$ cat config.mk
export PLATFORM = sky130hd
export DESIGN_NAME = nvsc_host
export DESIGN_NICKNAME = d
export VERILOG_FILES = /design/src/nvsc_pkg.sv /design/src/nvsc_host.sv /design/src/nvsc_seq_rom.sv
export SDC_FILE = /design/constraint.sdc
export NUM_CORES = 1
export LEC_CHECK = 0
export BUFFER_PORTS_ARGS = -buffer_cell sky130_fd_sc_hd__buf_4
export CORE_ASPECT_RATIO = 0.8
export CORE_MARGIN = 2
export CORE_UTILIZATION = 30
export DETAILED_ROUTE_END_ITERATION = 10
export PLACE_DENSITY = 0.49
export RECOVER_POWER = 50
export SLEW_MARGIN = 20
export SYNTH_ARGS = -nofsm -noshare
export SYNTH_HDL_FRONTEND = slang
export SYNTH_HIERARCHICAL = 1
export SYNTH_SLANG_ARGS = --single-unit
export TNS_END_PERCENT = 10
$ cat constraint.sdc
create_clock -name i_clock -period 12.6 [get_ports i_clock]
set_input_delay 1.26 -clock i_clock [delete_from_list [all_inputs] [get_ports i_clock]]
set_output_delay 1.26 -clock i_clock [all_outputs]
set_load 0.02 [all_outputs]
$ cat src/nvsc_pkg.sv
// package: constants and carrier types for the nv sram host controller
package nvsc_pkg;
    localparam int unsigned CLK_PERIOD_PS     = 5000;
    localparam int unsigned ADDR_W            = 15;
    localparam int unsigned DATA_W            = 8;
    // read cycle least time, ns
    localparam int unsigned READ_CYCLE_NS     = 35;
    localparam int unsigned READ_CYCLE_CYC    =
        (READ_CYCLE_NS * 1000 + CLK_PERIOD_PS - 1) / CLK_PERIOD_PS;
    // write pulse least time, ns
    localparam int unsigned WRITE_PULSE_NS    = 35;
    localparam int unsigned WRITE_PULSE_CYC   =
        (WRITE_PULSE_NS * 1000 + CLK_PERIOD_PS - 1) / CLK_PERIOD_PS;
    // hw_store_pulse_min, ns
    localparam int unsigned HW_STORE_PULSE_NS = 15;
    localparam int unsigned HW_STORE_PULSE_CYC =
        (HW_STORE_PULSE_NS * 1000 + CLK_PERIOD_PS - 1) / CLK_PERIOD_PS;
    // busy_release_time and write_grace_time, ns
    localparam int unsigned BUSY_RELEASE_NS   = 25;
    localparam int unsigned BUSY_RELEASE_CYC  =
        (BUSY_RELEASE_NS * 1000 + CLK_PERIOD_PS - 1) / CLK_PERIOD_PS;
    // soft_cmd_latency, us
    localparam int unsigned SOFT_CMD_US       = 100;
    localparam int unsigned SOFT_CMD_CYC      =
        SOFT_CMD_US * 1000000 / CLK_PERIOD_PS;
    // recall_time, us
    localparam int unsigned RECALL_US         = 200;
    localparam int unsigned RECALL_CYC        =
        RECALL_US * 1000000 / CLK_PERIOD_PS;
    // store cycle, ms
    localparam int unsigned STORE_MS          = 8;
    // scaled before the product so 32 bits do not overflow
    localparam int unsigned STORE_CYC         =
        STORE_MS * (1000000000 / CLK_PERIOD_PS);
    localparam int unsigned NUM_SEQ           = 6;

    typedef enum logic [1:0] {
        NVSC_OP_READ   = 2'h0,
        NVSC_OP_WRITE  = 2'h1,
        NVSC_OP_STORE  = 2'h2,
        NVSC_OP_RECALL = 2'h3
    } nvsc_op_t;

    // user request carrier
    typedef struct packed {
        nvsc_op_t              op;
        logic [ADDR_W-1:0]     addr;
        logic [DATA_W-1:0]     wdata;
    } nvsc_req_t;

    // device pin drive carrier
    typedef struct packed {
        logic                  ce_n;
        logic                  we_n;
        logic                  oe_n;
        logic [ADDR_W-1:0]     addr;
    } nvsc_pins_t;
endpackage : nvsc_pkg

$ cat src/nvsc_host.sv
// host controller for the nonvolatile sram: pin drive and command sequencing
//
// Functional notes
// - commands issued only as ordinary ce-timed reads.
// - six reads to command addresses, in order, nothing between.
// - write enable held high over all six command reads.
// - each command read lasts at least 35 ns, address held steady.
// - sixth read data discarded.
// - no access until recall done; recall waits 200 us.
// - hardware store pulse on hw_store_busy_n low at least 15 ns.
// - hw_store_busy_n released (not driven) by us during reads and writes.
`timescale 1ns/1ps
module nvsc_host #(
    parameter int unsigned    SOFT_CMD_CYCLES = nvsc_pkg::SOFT_CMD_CYC,
    parameter int unsigned    RECALL_CYCLES   = nvsc_pkg::RECALL_CYC,
    parameter int unsigned    STORE_CYCLES    = nvsc_pkg::STORE_CYC,
    parameter logic [89:0]    STORE_SEQ       = {15'h0001, 15'h0002,
                                                 15'h0003, 15'h0004,
                                                 15'h0005, 15'h0006},
    parameter logic [89:0]    RECALL_SEQ      = {15'h0011, 15'h0012,
                                                 15'h0013, 15'h0014,
                                                 15'h0015, 15'h0016}
) (
    // clock and reset
    input  wire logic                i_clock,
    input  wire logic                i_rst,
    input  wire logic                i_ce,
    // user request side
    input  wire logic                i_req_valid,
    input  wire nvsc_pkg::nvsc_req_t i_req,
    output logic                     o_req_ready,
    output logic                     o_rd_valid,
    output logic [7:0]               o_rd_data,
    output logic                     o_nv_done,
    // device pins
    output nvsc_pkg::nvsc_pins_t     o_pins,
    input  wire logic [7:0]          i_dq,
    output logic [7:0]               o_dq,
    output logic                     o_dq_oe,
    input  wire logic                i_hw_store_busy_n,
    output logic                     o_hw_store_busy_n,
    output logic                     o_hw_store_busy_oe
);
    typedef enum logic [2:0] {
        NVSC_IDLE  = 3'h0,
        NVSC_READ  = 3'h1,
        NVSC_WRITE = 3'h2,
        NVSC_SEQ   = 3'h3,
        NVSC_GAP   = 3'h4,
        NVSC_HWPL  = 3'h5,
        NVSC_WAIT  = 3'h6
    } nvsc_state_t;
    nvsc_state_t          state_q, state_d;
    logic [31:0]          cnt_q;
    logic [2:0]           idx_q;
    logic                 recall_q;
    nvsc_pkg::nvsc_op_t   op_q;
    logic [14:0]          seq_addr;
    logic [2:0]           sync_q;
    logic                 busy_n_q;
    logic                 hw_q;
    // three flops; second and third must agree before a change counts
    always_ff @(posedge i_clock) begin
        if (i_rst) begin
            sync_q   <= 3'h7;
            busy_n_q <= 1'b1;
        end else if (i_ce) begin
            sync_q <= {sync_q[1:0], i_hw_store_busy_n};
            if (sync_q[1] == sync_q[2]) begin
                busy_n_q <= sync_q[2];
            end
        end
    end

    wire cnt_done   = (cnt_q == 32'h0);
    wire take       = (state_q == NVSC_IDLE) && i_req_valid && busy_n_q;
    wire is_hwstore = (i_req.op == nvsc_pkg::NVSC_OP_STORE) && hw_q;
    wire last_seq   = (idx_q == 3'(nvsc_pkg::NUM_SEQ - 1));
    // wait count after the command: recall or store time
    wire [31:0] wait_cyc = recall_q ? 32'(RECALL_CYCLES)
                                    : 32'(STORE_CYCLES);
    wire [2:0] idx_nxt    = take ? 3'h0 : (state_q == NVSC_SEQ && cnt_done)
                                        ? idx_q + 3'h1 : idx_q;
    wire       recall_nxt = take ? (i_req.op == nvsc_pkg::NVSC_OP_RECALL)
                                 : recall_q;
    // lookup one step ahead: the table output is registered
    nvsc_seq_rom #(
        .STORE_SEQ  (STORE_SEQ),
        .RECALL_SEQ (RECALL_SEQ)
    ) u_rom (
        .i_clock  (i_clock),
        .i_ce     (i_ce),
        .i_recall (recall_nxt),
        .i_index  (idx_nxt),
        .o_addr   (seq_addr)
    );

    // hardware store is used when the request carries all-ones address
    always_comb hw_q = (i_req.addr == 15'h7fff);

    always_comb begin
        state_d = state_q;
        case (state_q)
            NVSC_IDLE: begin
                if (take) begin
                    case (i_req.op)
                        nvsc_pkg::NVSC_OP_READ:  state_d = NVSC_READ;
                        nvsc_pkg::NVSC_OP_WRITE: state_d = NVSC_WRITE;
                        default: state_d = is_hwstore ? NVSC_HWPL : NVSC_GAP;
                    endcase
                end
            end
            NVSC_READ, NVSC_WRITE: begin
                if (cnt_done) state_d = NVSC_IDLE;
            end
            NVSC_GAP:  state_d = NVSC_SEQ;
            NVSC_SEQ: begin
                if (cnt_done) state_d = last_seq ? NVSC_WAIT : NVSC_GAP;
            end
            NVSC_HWPL: begin
                if (cnt_done) state_d = NVSC_WAIT;
            end
            NVSC_WAIT: begin
                // early end only for a pin store (index still zero)
                if (cnt_done || (op_q == nvsc_pkg::NVSC_OP_STORE &&
                                 idx_q == 3'h0 && busy_n_q &&
                                 cnt_q < 32'(STORE_CYCLES) -
                                 32'(nvsc_pkg::BUSY_RELEASE_CYC)))
                    state_d = NVSC_IDLE;
            end
            default: state_d = NVSC_IDLE;
        endcase
    end

    always_ff @(posedge i_clock) begin
        if (i_rst) begin
            state_q            <= NVSC_IDLE;
            cnt_q              <= 32'h0;
            idx_q              <= 3'h0;
            recall_q           <= 1'b0;
            op_q               <= nvsc_pkg::NVSC_OP_READ;
            o_pins             <= '{ce_n: 1'b1, we_n: 1'b1, oe_n: 1'b1,
                                    addr: 15'h0};
            o_dq               <= 8'h0;
            o_dq_oe            <= 1'b0;
            o_hw_store_busy_n  <= 1'b1;
            o_hw_store_busy_oe <= 1'b0;
            o_req_ready        <= 1'b0;
            o_rd_valid         <= 1'b0;
            o_rd_data          <= 8'h0;
            o_nv_done          <= 1'b0;
        end else if (i_ce) begin
            state_q     <= state_d;
            o_rd_valid  <= 1'b0;
            o_nv_done   <= 1'b0;
            o_req_ready <= (state_d == NVSC_IDLE) && busy_n_q;
            if (!cnt_done) cnt_q <= cnt_q - 32'h1;
            case (state_q)
                NVSC_IDLE: if (take) begin
                    op_q     <= i_req.op;
                    recall_q <= (i_req.op == nvsc_pkg::NVSC_OP_RECALL);
                    idx_q    <= 3'h0;
                    if (i_req.op == nvsc_pkg::NVSC_OP_READ) begin
                        o_pins <= '{ce_n: 1'b0, we_n: 1'b1, oe_n: 1'b0,
                                    addr: i_req.addr};
                        cnt_q  <= 32'(nvsc_pkg::READ_CYCLE_CYC - 1);
                    end else if (i_req.op == nvsc_pkg::NVSC_OP_WRITE) begin
                        o_pins  <= '{ce_n: 1'b0, we_n: 1'b0, oe_n: 1'b1,
                                     addr: i_req.addr};
                        o_dq    <= i_req.wdata;
                        o_dq_oe <= 1'b1;
                        cnt_q   <= 32'(nvsc_pkg::WRITE_PULSE_CYC - 1);
                    end else if (is_hwstore) begin
                        o_hw_store_busy_n  <= 1'b0;
                        o_hw_store_busy_oe <= 1'b1;
                        cnt_q <= 32'(nvsc_pkg::HW_STORE_PULSE_CYC - 1);
                    end
                end
                NVSC_READ: if (cnt_done) begin
                    o_rd_valid <= 1'b1;
                    o_rd_data  <= i_dq;
                    o_pins     <= '{ce_n: 1'b1, we_n: 1'b1, oe_n: 1'b1,
                                    addr: o_pins.addr};
                end
                NVSC_WRITE: if (cnt_done) begin
                    o_pins  <= '{ce_n: 1'b1, we_n: 1'b1, oe_n: 1'b1,
                                 addr: o_pins.addr};
                    o_dq_oe <= 1'b0;
                end
                NVSC_GAP: begin
                    // ce-timed read, we high, address steady
                    o_pins <= '{ce_n: 1'b0, we_n: 1'b1, oe_n: 1'b0,
                                addr: seq_addr};
                    cnt_q  <= 32'(nvsc_pkg::READ_CYCLE_CYC - 1);
                end
                NVSC_SEQ: if (cnt_done) begin
                    // sixth byte is not passed on; next address
                    o_pins <= '{ce_n: 1'b1, we_n: 1'b1, oe_n: 1'b1,
                                addr: o_pins.addr};
                    idx_q  <= idx_q + 3'h1;
                    // hold off for latency plus operation
                    if (last_seq) cnt_q <= 32'(SOFT_CMD_CYCLES) + wait_cyc;
                end
                NVSC_HWPL: if (cnt_done) begin
                    o_hw_store_busy_n  <= 1'b1;
                    o_hw_store_busy_oe <= 1'b0;
                    cnt_q <= 32'(STORE_CYCLES);
                end
                NVSC_WAIT: begin
                    if (state_d == NVSC_IDLE) o_nv_done <= 1'b1;
                end
                default: ;
            endcase
        end
    end

    // command read holds ce low for the full count
    property p_seq_read_len;
        @(posedge i_clock) disable iff (i_rst || !i_ce)
        $fell(o_pins.ce_n) && state_q == NVSC_SEQ |->
            !o_pins.ce_n [*7];
    endproperty
    a_seq_read_len: assert property (p_seq_read_len)
        else $error("command read too short");

    property p_we_high;
        @(posedge i_clock) disable iff (i_rst)
        state_q == NVSC_SEQ |-> o_pins.we_n;
    endproperty
    a_we_high: assert property (p_we_high)
        else $error("we low during command read");

    // busy pin released during ordinary access
    property p_busy_high;
        @(posedge i_clock) disable iff (i_rst)
        (state_q == NVSC_READ || state_q == NVSC_WRITE) |->
            o_hw_store_busy_n && !o_hw_store_busy_oe;
    endproperty
    a_busy_high: assert property (p_busy_high)
        else $error("busy pin driven during access");

    // pulse lasts at least three cycles
    property p_hw_pulse;
        @(posedge i_clock) disable iff (i_rst || !i_ce)
        $fell(o_hw_store_busy_n) |-> !o_hw_store_busy_n [*3];
    endproperty
    a_hw_pulse: assert property (p_hw_pulse)
        else $error("store pulse too short");

    property p_no_seq_data;
        @(posedge i_clock) disable iff (i_rst)
        state_q == NVSC_SEQ |=> !o_rd_valid;
    endproperty
    a_no_seq_data: assert property (p_no_seq_data)
        else $error("command byte returned");

    property p_locked;
        @(posedge i_clock) disable iff (i_rst)
        state_q == NVSC_WAIT |-> o_pins.ce_n;
    endproperty
    a_locked: assert property (p_locked)
        else $error("access during nonvolatile cycle");

    // read mode: oe low, we high
    property p_read_mode;
        @(posedge i_clock) disable iff (i_rst)
        state_q == NVSC_READ |-> !o_pins.oe_n && o_pins.we_n && !o_dq_oe;
    endproperty
    a_read_mode: assert property (p_read_mode)
        else $error("bad read pin mode");

    // index advances by one per read
    property p_order;
        @(posedge i_clock) disable iff (i_rst || !i_ce)
        state_q == NVSC_SEQ && cnt_done && !last_seq |=>
            idx_q == $past(idx_q) + 3'h1;
    endproperty
    a_order: assert property (p_order)
        else $error("sequence order broken");

    c_read:   cover property (@(posedge i_clock) o_rd_valid);
    c_nvdone: cover property (@(posedge i_clock) o_nv_done && recall_q);
    c_hw:     cover property (@(posedge i_clock) $fell(o_hw_store_busy_n));
endmodule : nvsc_host

$ cat src/nvsc_seq_rom.sv
// small table of the six command addresses for store and recall
`timescale 1ns/1ps
module nvsc_seq_rom #(
    parameter logic [6*15-1:0] STORE_SEQ  = {15'h0001, 15'h0002, 15'h0003,
                                             15'h0004, 15'h0005, 15'h0006},
    parameter logic [6*15-1:0] RECALL_SEQ = {15'h0011, 15'h0012, 15'h0013,
                                             15'h0014, 15'h0015, 15'h0016}
) (
    // clock
    input  wire logic        i_clock,
    input  wire logic        i_ce,
    // lookup
    input  wire logic        i_recall,
    input  wire logic [2:0]  i_index,
    // registered data
    output logic      [14:0] o_addr
);
    logic [14:0] store_w;
    logic [14:0] recall_w;
    // entry 0 sits in the top slice
    assign store_w  = STORE_SEQ[(5 - int'(i_index)) * 15 +: 15];
    assign recall_w = RECALL_SEQ[(5 - int'(i_index)) * 15 +: 15];

    always_ff @(posedge i_clock) begin
        if (i_ce) begin
            o_addr <= i_recall ? recall_w : store_w;
        end
    end
endmodule : nvsc_seq_rom

==> flow_summary_export.csv <==
group,metric,value,unit
run_status,status,"finished, violations left",
run_status,failed_checks,"max-capacitance violations, max-slew violations",
clocking,cts_sinks,100,
route,drt_pass1_iterations,6,
finish,antenna-diode-count,0,
sta,finalSetupTns,0,ps
worst_setup_path,crit_chain,"inv_1 -> nand3_1 -> nor4_4 -> nand2_1 -> xor2_1 -> nor2_1 -> inv_1 -> ha_1 -> xnor2_1 -> a21o_1 -> ha_1 -> ha_1 -> o21a_1 -> and2_4 -> nor2_2 -> o221ai_1 -> a32o_1",
global_route,grt_overflow,0,
logic_synthesis,postSynthAreaPerCell,7.63,sq um
sta,finClkSkew,17.3,ps
global_route,grt_pass1_vias,6542,
clocking,postCtsHoldBufs,0,
logic_synthesis,yosys_warnings,6,
logic_synthesis,ys.flop_type,"dfxtp_1",
global_route,grt_max_degree,55,
sta,report.final.slew_viol_count,55,
sta,slew_headroom,-81.4,%
run,cap_viol_max_count,1,
sta,final-hold-violation-count,0,
finish,stdcell_count,1289,
worst_setup_path,endpoint_kind,"flip-flop",
die,die-area,0.0254,sq mm
finish,final_nets,1035,
worst_setup_path,cp_slowest_cell,"inv_1",
finish,final_common_cell,"nand2_1",
finish,layout_common_cells,"nand2_1 (118), nor2_1 (96), dfxtp_1 (85)",
global_route,grt.busiest_layer,"met1",
placement,dp.cells,1273,
clocking,cts_setup_buffers,0,
global_route,antenna_found_initial,0,
hold_path,worstHoldPathType,"flip-flop to flip-flop",
logic_synthesis,synth_xor_area_share,2.78,%
route,drc,0,
die,die_h,143,microns
pwr,p_per_area,152,mW/mm^2
logic_synthesis,synth_edf_count,15,
logic_synthesis,syn_inst,948,
clocking,cts-buffers-inserted,9,
route,num_vias,7407,
hold_path,worst_hold_path.num_cells,2,
pwr,p_leak,2.86,nW
worst_setup_path,r2r_setup_slack,6160,ps
route,first_iter_violations,857,
global_route,gr-usage-all-layers,18.4,%
worst_setup_path,r2r-start,"state_q[2]$_SDFFE_PP0P_",
sta,fmax,155,MHz
clocking,path_clk_slew,80,ps
logic_synthesis,syn_nets,1011,
global_route,grtUsageMet3,5.14,%
sta,fin_crit,6440,ps
die,rows,50,
logic_synthesis,ys_ff_latch,100,
sta,report.final.setup_viol,0,
placement,hpwl,16900,microns
global_route,grt_pass1_wl,36900,microns
route,ant_nets,0,
hold_path,min-delay-start,"o_dq[0]$_SDFFE_PP0P_",
finish,area_growth,12.1,%
clocking,ctsLongestPathBuffers,2,
worst_setup_path,worstPathMaxFanout,38,
finish,nFillCells,2567,
worst_setup_path,arrival,6550,ps
worst_setup_path,crit_start,"state_q[2]$_SDFFE_PP0P_",
die,initial_core_util,30.8,%
worst_setup_path,cp_slowest_stage_delay,770,ps
logic_synthesis,ys_types,89,
worst_setup_path,reg2reg_to,"u_rom/o_addr[0]$_DFFE_PP_",
finish,regArea,0.00215,sq mm
worst_setup_path,path_common_cell,"ha_1",
logic_synthesis,async_flop_share,0,%
die,ios,78,
placement,globalplace.congestion,0.939,
worst_setup_path,critPathRequiredTime,12710,ps
pwr,max-vdd-ir-drop,0.0647,mV
sta,rsz0062_at_grt,"no",
logic_synthesis,syn-cell-area,0.00724,sq mm
clocking,cts_tree,"done",
global_route,grt_use_met2,24.4,%
route,via_per_inst,5.75,
die,die_width,178,microns
logic_synthesis,synth_top_family_by_area,"compound AO/OA/AOI/OAI gates",
placement,portBuffers,77,
sta,period_share,51.1,%
logic_synthesis,synth-adder-area-share,4.57,%
global_route,met1_usage,28.5,%
route,routedWlPerCell,18.4,microns
logic_synthesis,synth-compound-area-share,27.6,%
clocking,cts_resized,0,
hold_path,hold_path_end,"o_dq[0]$_SDFFE_PP0P_",
worst_setup_path,worst_setup_path_start_kind,"flip-flop",
die,core-area,0.0235,sq mm
logic_synthesis,synth_sequential_area_ratio,29.7,%
worst_setup_path,reg2reg_depth,17,
logic_synthesis,yosys-mux-area-fraction,1.80,%
finish,multi_input_area,0.00465,sq mm
clocking,root_buffer,"clkbuf_16",
route,drt_wl_total,23800,microns
logic_synthesis,synth-simple-area-share,27.4,%
clocking,htree_levels,3,
clocking,clock_latency,370,ps
finish,drive_gt1_share,9.72,%
worst_setup_path,path_class,"flip-flop to flip-flop",
sta,worst_pin_slew,2720,ps
[critical path: cells and delay by family (launching register included)]
family	cells	cell delay [ps]
buffers and inverters	2	990
AOI/OAI and AO/OA	4	1060
and+or+nand+nor	6	2340
xor gates and xnor gates	2	600
adders and majority gates	3	800
DFF	1	370
[how the worst max path moves through the flow]
stage,to
after floorplan,u_rom/o_addr[9]$_DFFE_PP_
after global placement,u_rom/o_addr[11]$_DFFE_PP_
after detailed placement,u_rom/o_addr[1]$_DFFE_PP_
after CTS,u_rom/o_addr[1]$_DFFE_PP_
after global routing,u_rom/o_addr[4]$_DFFE_PP_
final,u_rom/o_addr[0]$_DFFE_PP_
[registers in the layout, summed over array words and instances (netlist names), 2 cells and up]
name / flops
u_rom/o_addr: 15
idx_q: 3
o_dq: 8
op_q: 2
o_pins: 18
state_q: 3
sync_q: 3
cnt_q: 32
o_rd_data: 8
[synthesized netlist by cell type, types with 4 or more instances]
cell       instances  area share [%]
buf_1              5            0.26
nand4b_1           5            0.61
o2111ai_1          8            0.97
o31ai_1            6            0.62
a211oi_1          29             3.0
buf_2              7            0.48
ha_1              24             4.2
mux2i_1           13             1.8
a31oi_1           22             1.9
dfxtp_1           85              24
o32ai_1            6            0.73
nor4_1            16             1.4
a21o_1             4            0.42
a22oi_1            4            0.42
o21a_1            10             1.0
clkbuf_1          58             3.0
or3_1              8            0.69
nor2_1            98             5.1
nor3_1            26             1.8
or2_2              6            0.52
o22ai_1           12             1.0
edfxtp_1          15             6.2
nand3_1           30             2.1
nand2_1          118             6.1
nand3b_1           5            0.52
or4_1              5            0.52
xnor2_1           12             1.5
and3_1             5            0.43
inv_1             24             1.2
a21oi_1           65             4.5
nand2b_1          13             1.1
o211ai_1          17             1.8
o21ai_0           46             3.2
xor2_1            11             1.3
nand4_1           17             1.5
nor2b_1           15             1.3
and2_1             7            0.61
o311ai_0           4            0.48
o221ai_1          10             1.2
[logic make-up (layout without fill, tap and decap cells)]
kind of cell	after synthesis	count (layout)
flip-flops	100	100
AO/OA/AOI/OAI	291	291
adder cells (fa/ha/maj)	26	26
buffers and inverters	101	130
XOR/XNOR	23	23
multiplexers	13	13
AND/OR/NAND/NOR	394	394
[stage by stage]
| step | util (%) | hold WS, ps | area, sq um | setup slack, ps | power (mW) |
|---|---|---|---|---|---|
| after floorplan | - | 430 | 7240 | 7110 | 0.803 |
| after global placement | 33.8 | 445 | 7950 | 6380 | 0.934 |
| after detailed placement | 33.8 | 450 | 7950 | 6320 | 0.928 |
| after CTS | 35.2 | 461 | 8280 | 6300 | 1.24 |
| after global routing | 34.5 | 475 | 8110 | 5600 | 1.31 |
| final | 34.5 | 458 | 8110 | 6160 | 1.23 |
[layout make-up]
type	instances	area share [%]
clock buffer	10	3.08
clock inverter	6	0.894
inverter	25	1.16
multi-input combinational	747	57.3
sequential	100	26.5
tap	312	4.81
timing repair buffer	89	6.25
[report_power, final]
part	internal, mW	leakage (nW)	switching (mW)
logic	0.178	1.86	0.321
registers	0.366	0.843	0.0613
clock network	0.154	0.158	0.149
[layer usage]
metal / part of all wire (%) / routed length, microns
met1: 49 / 11700
met2: 39 / 9380
met3: 9.6 / 2290
met4: 1.6 / 380
met5: 0 / 0
Note: power is estimated with default switching activity, not from simulation.
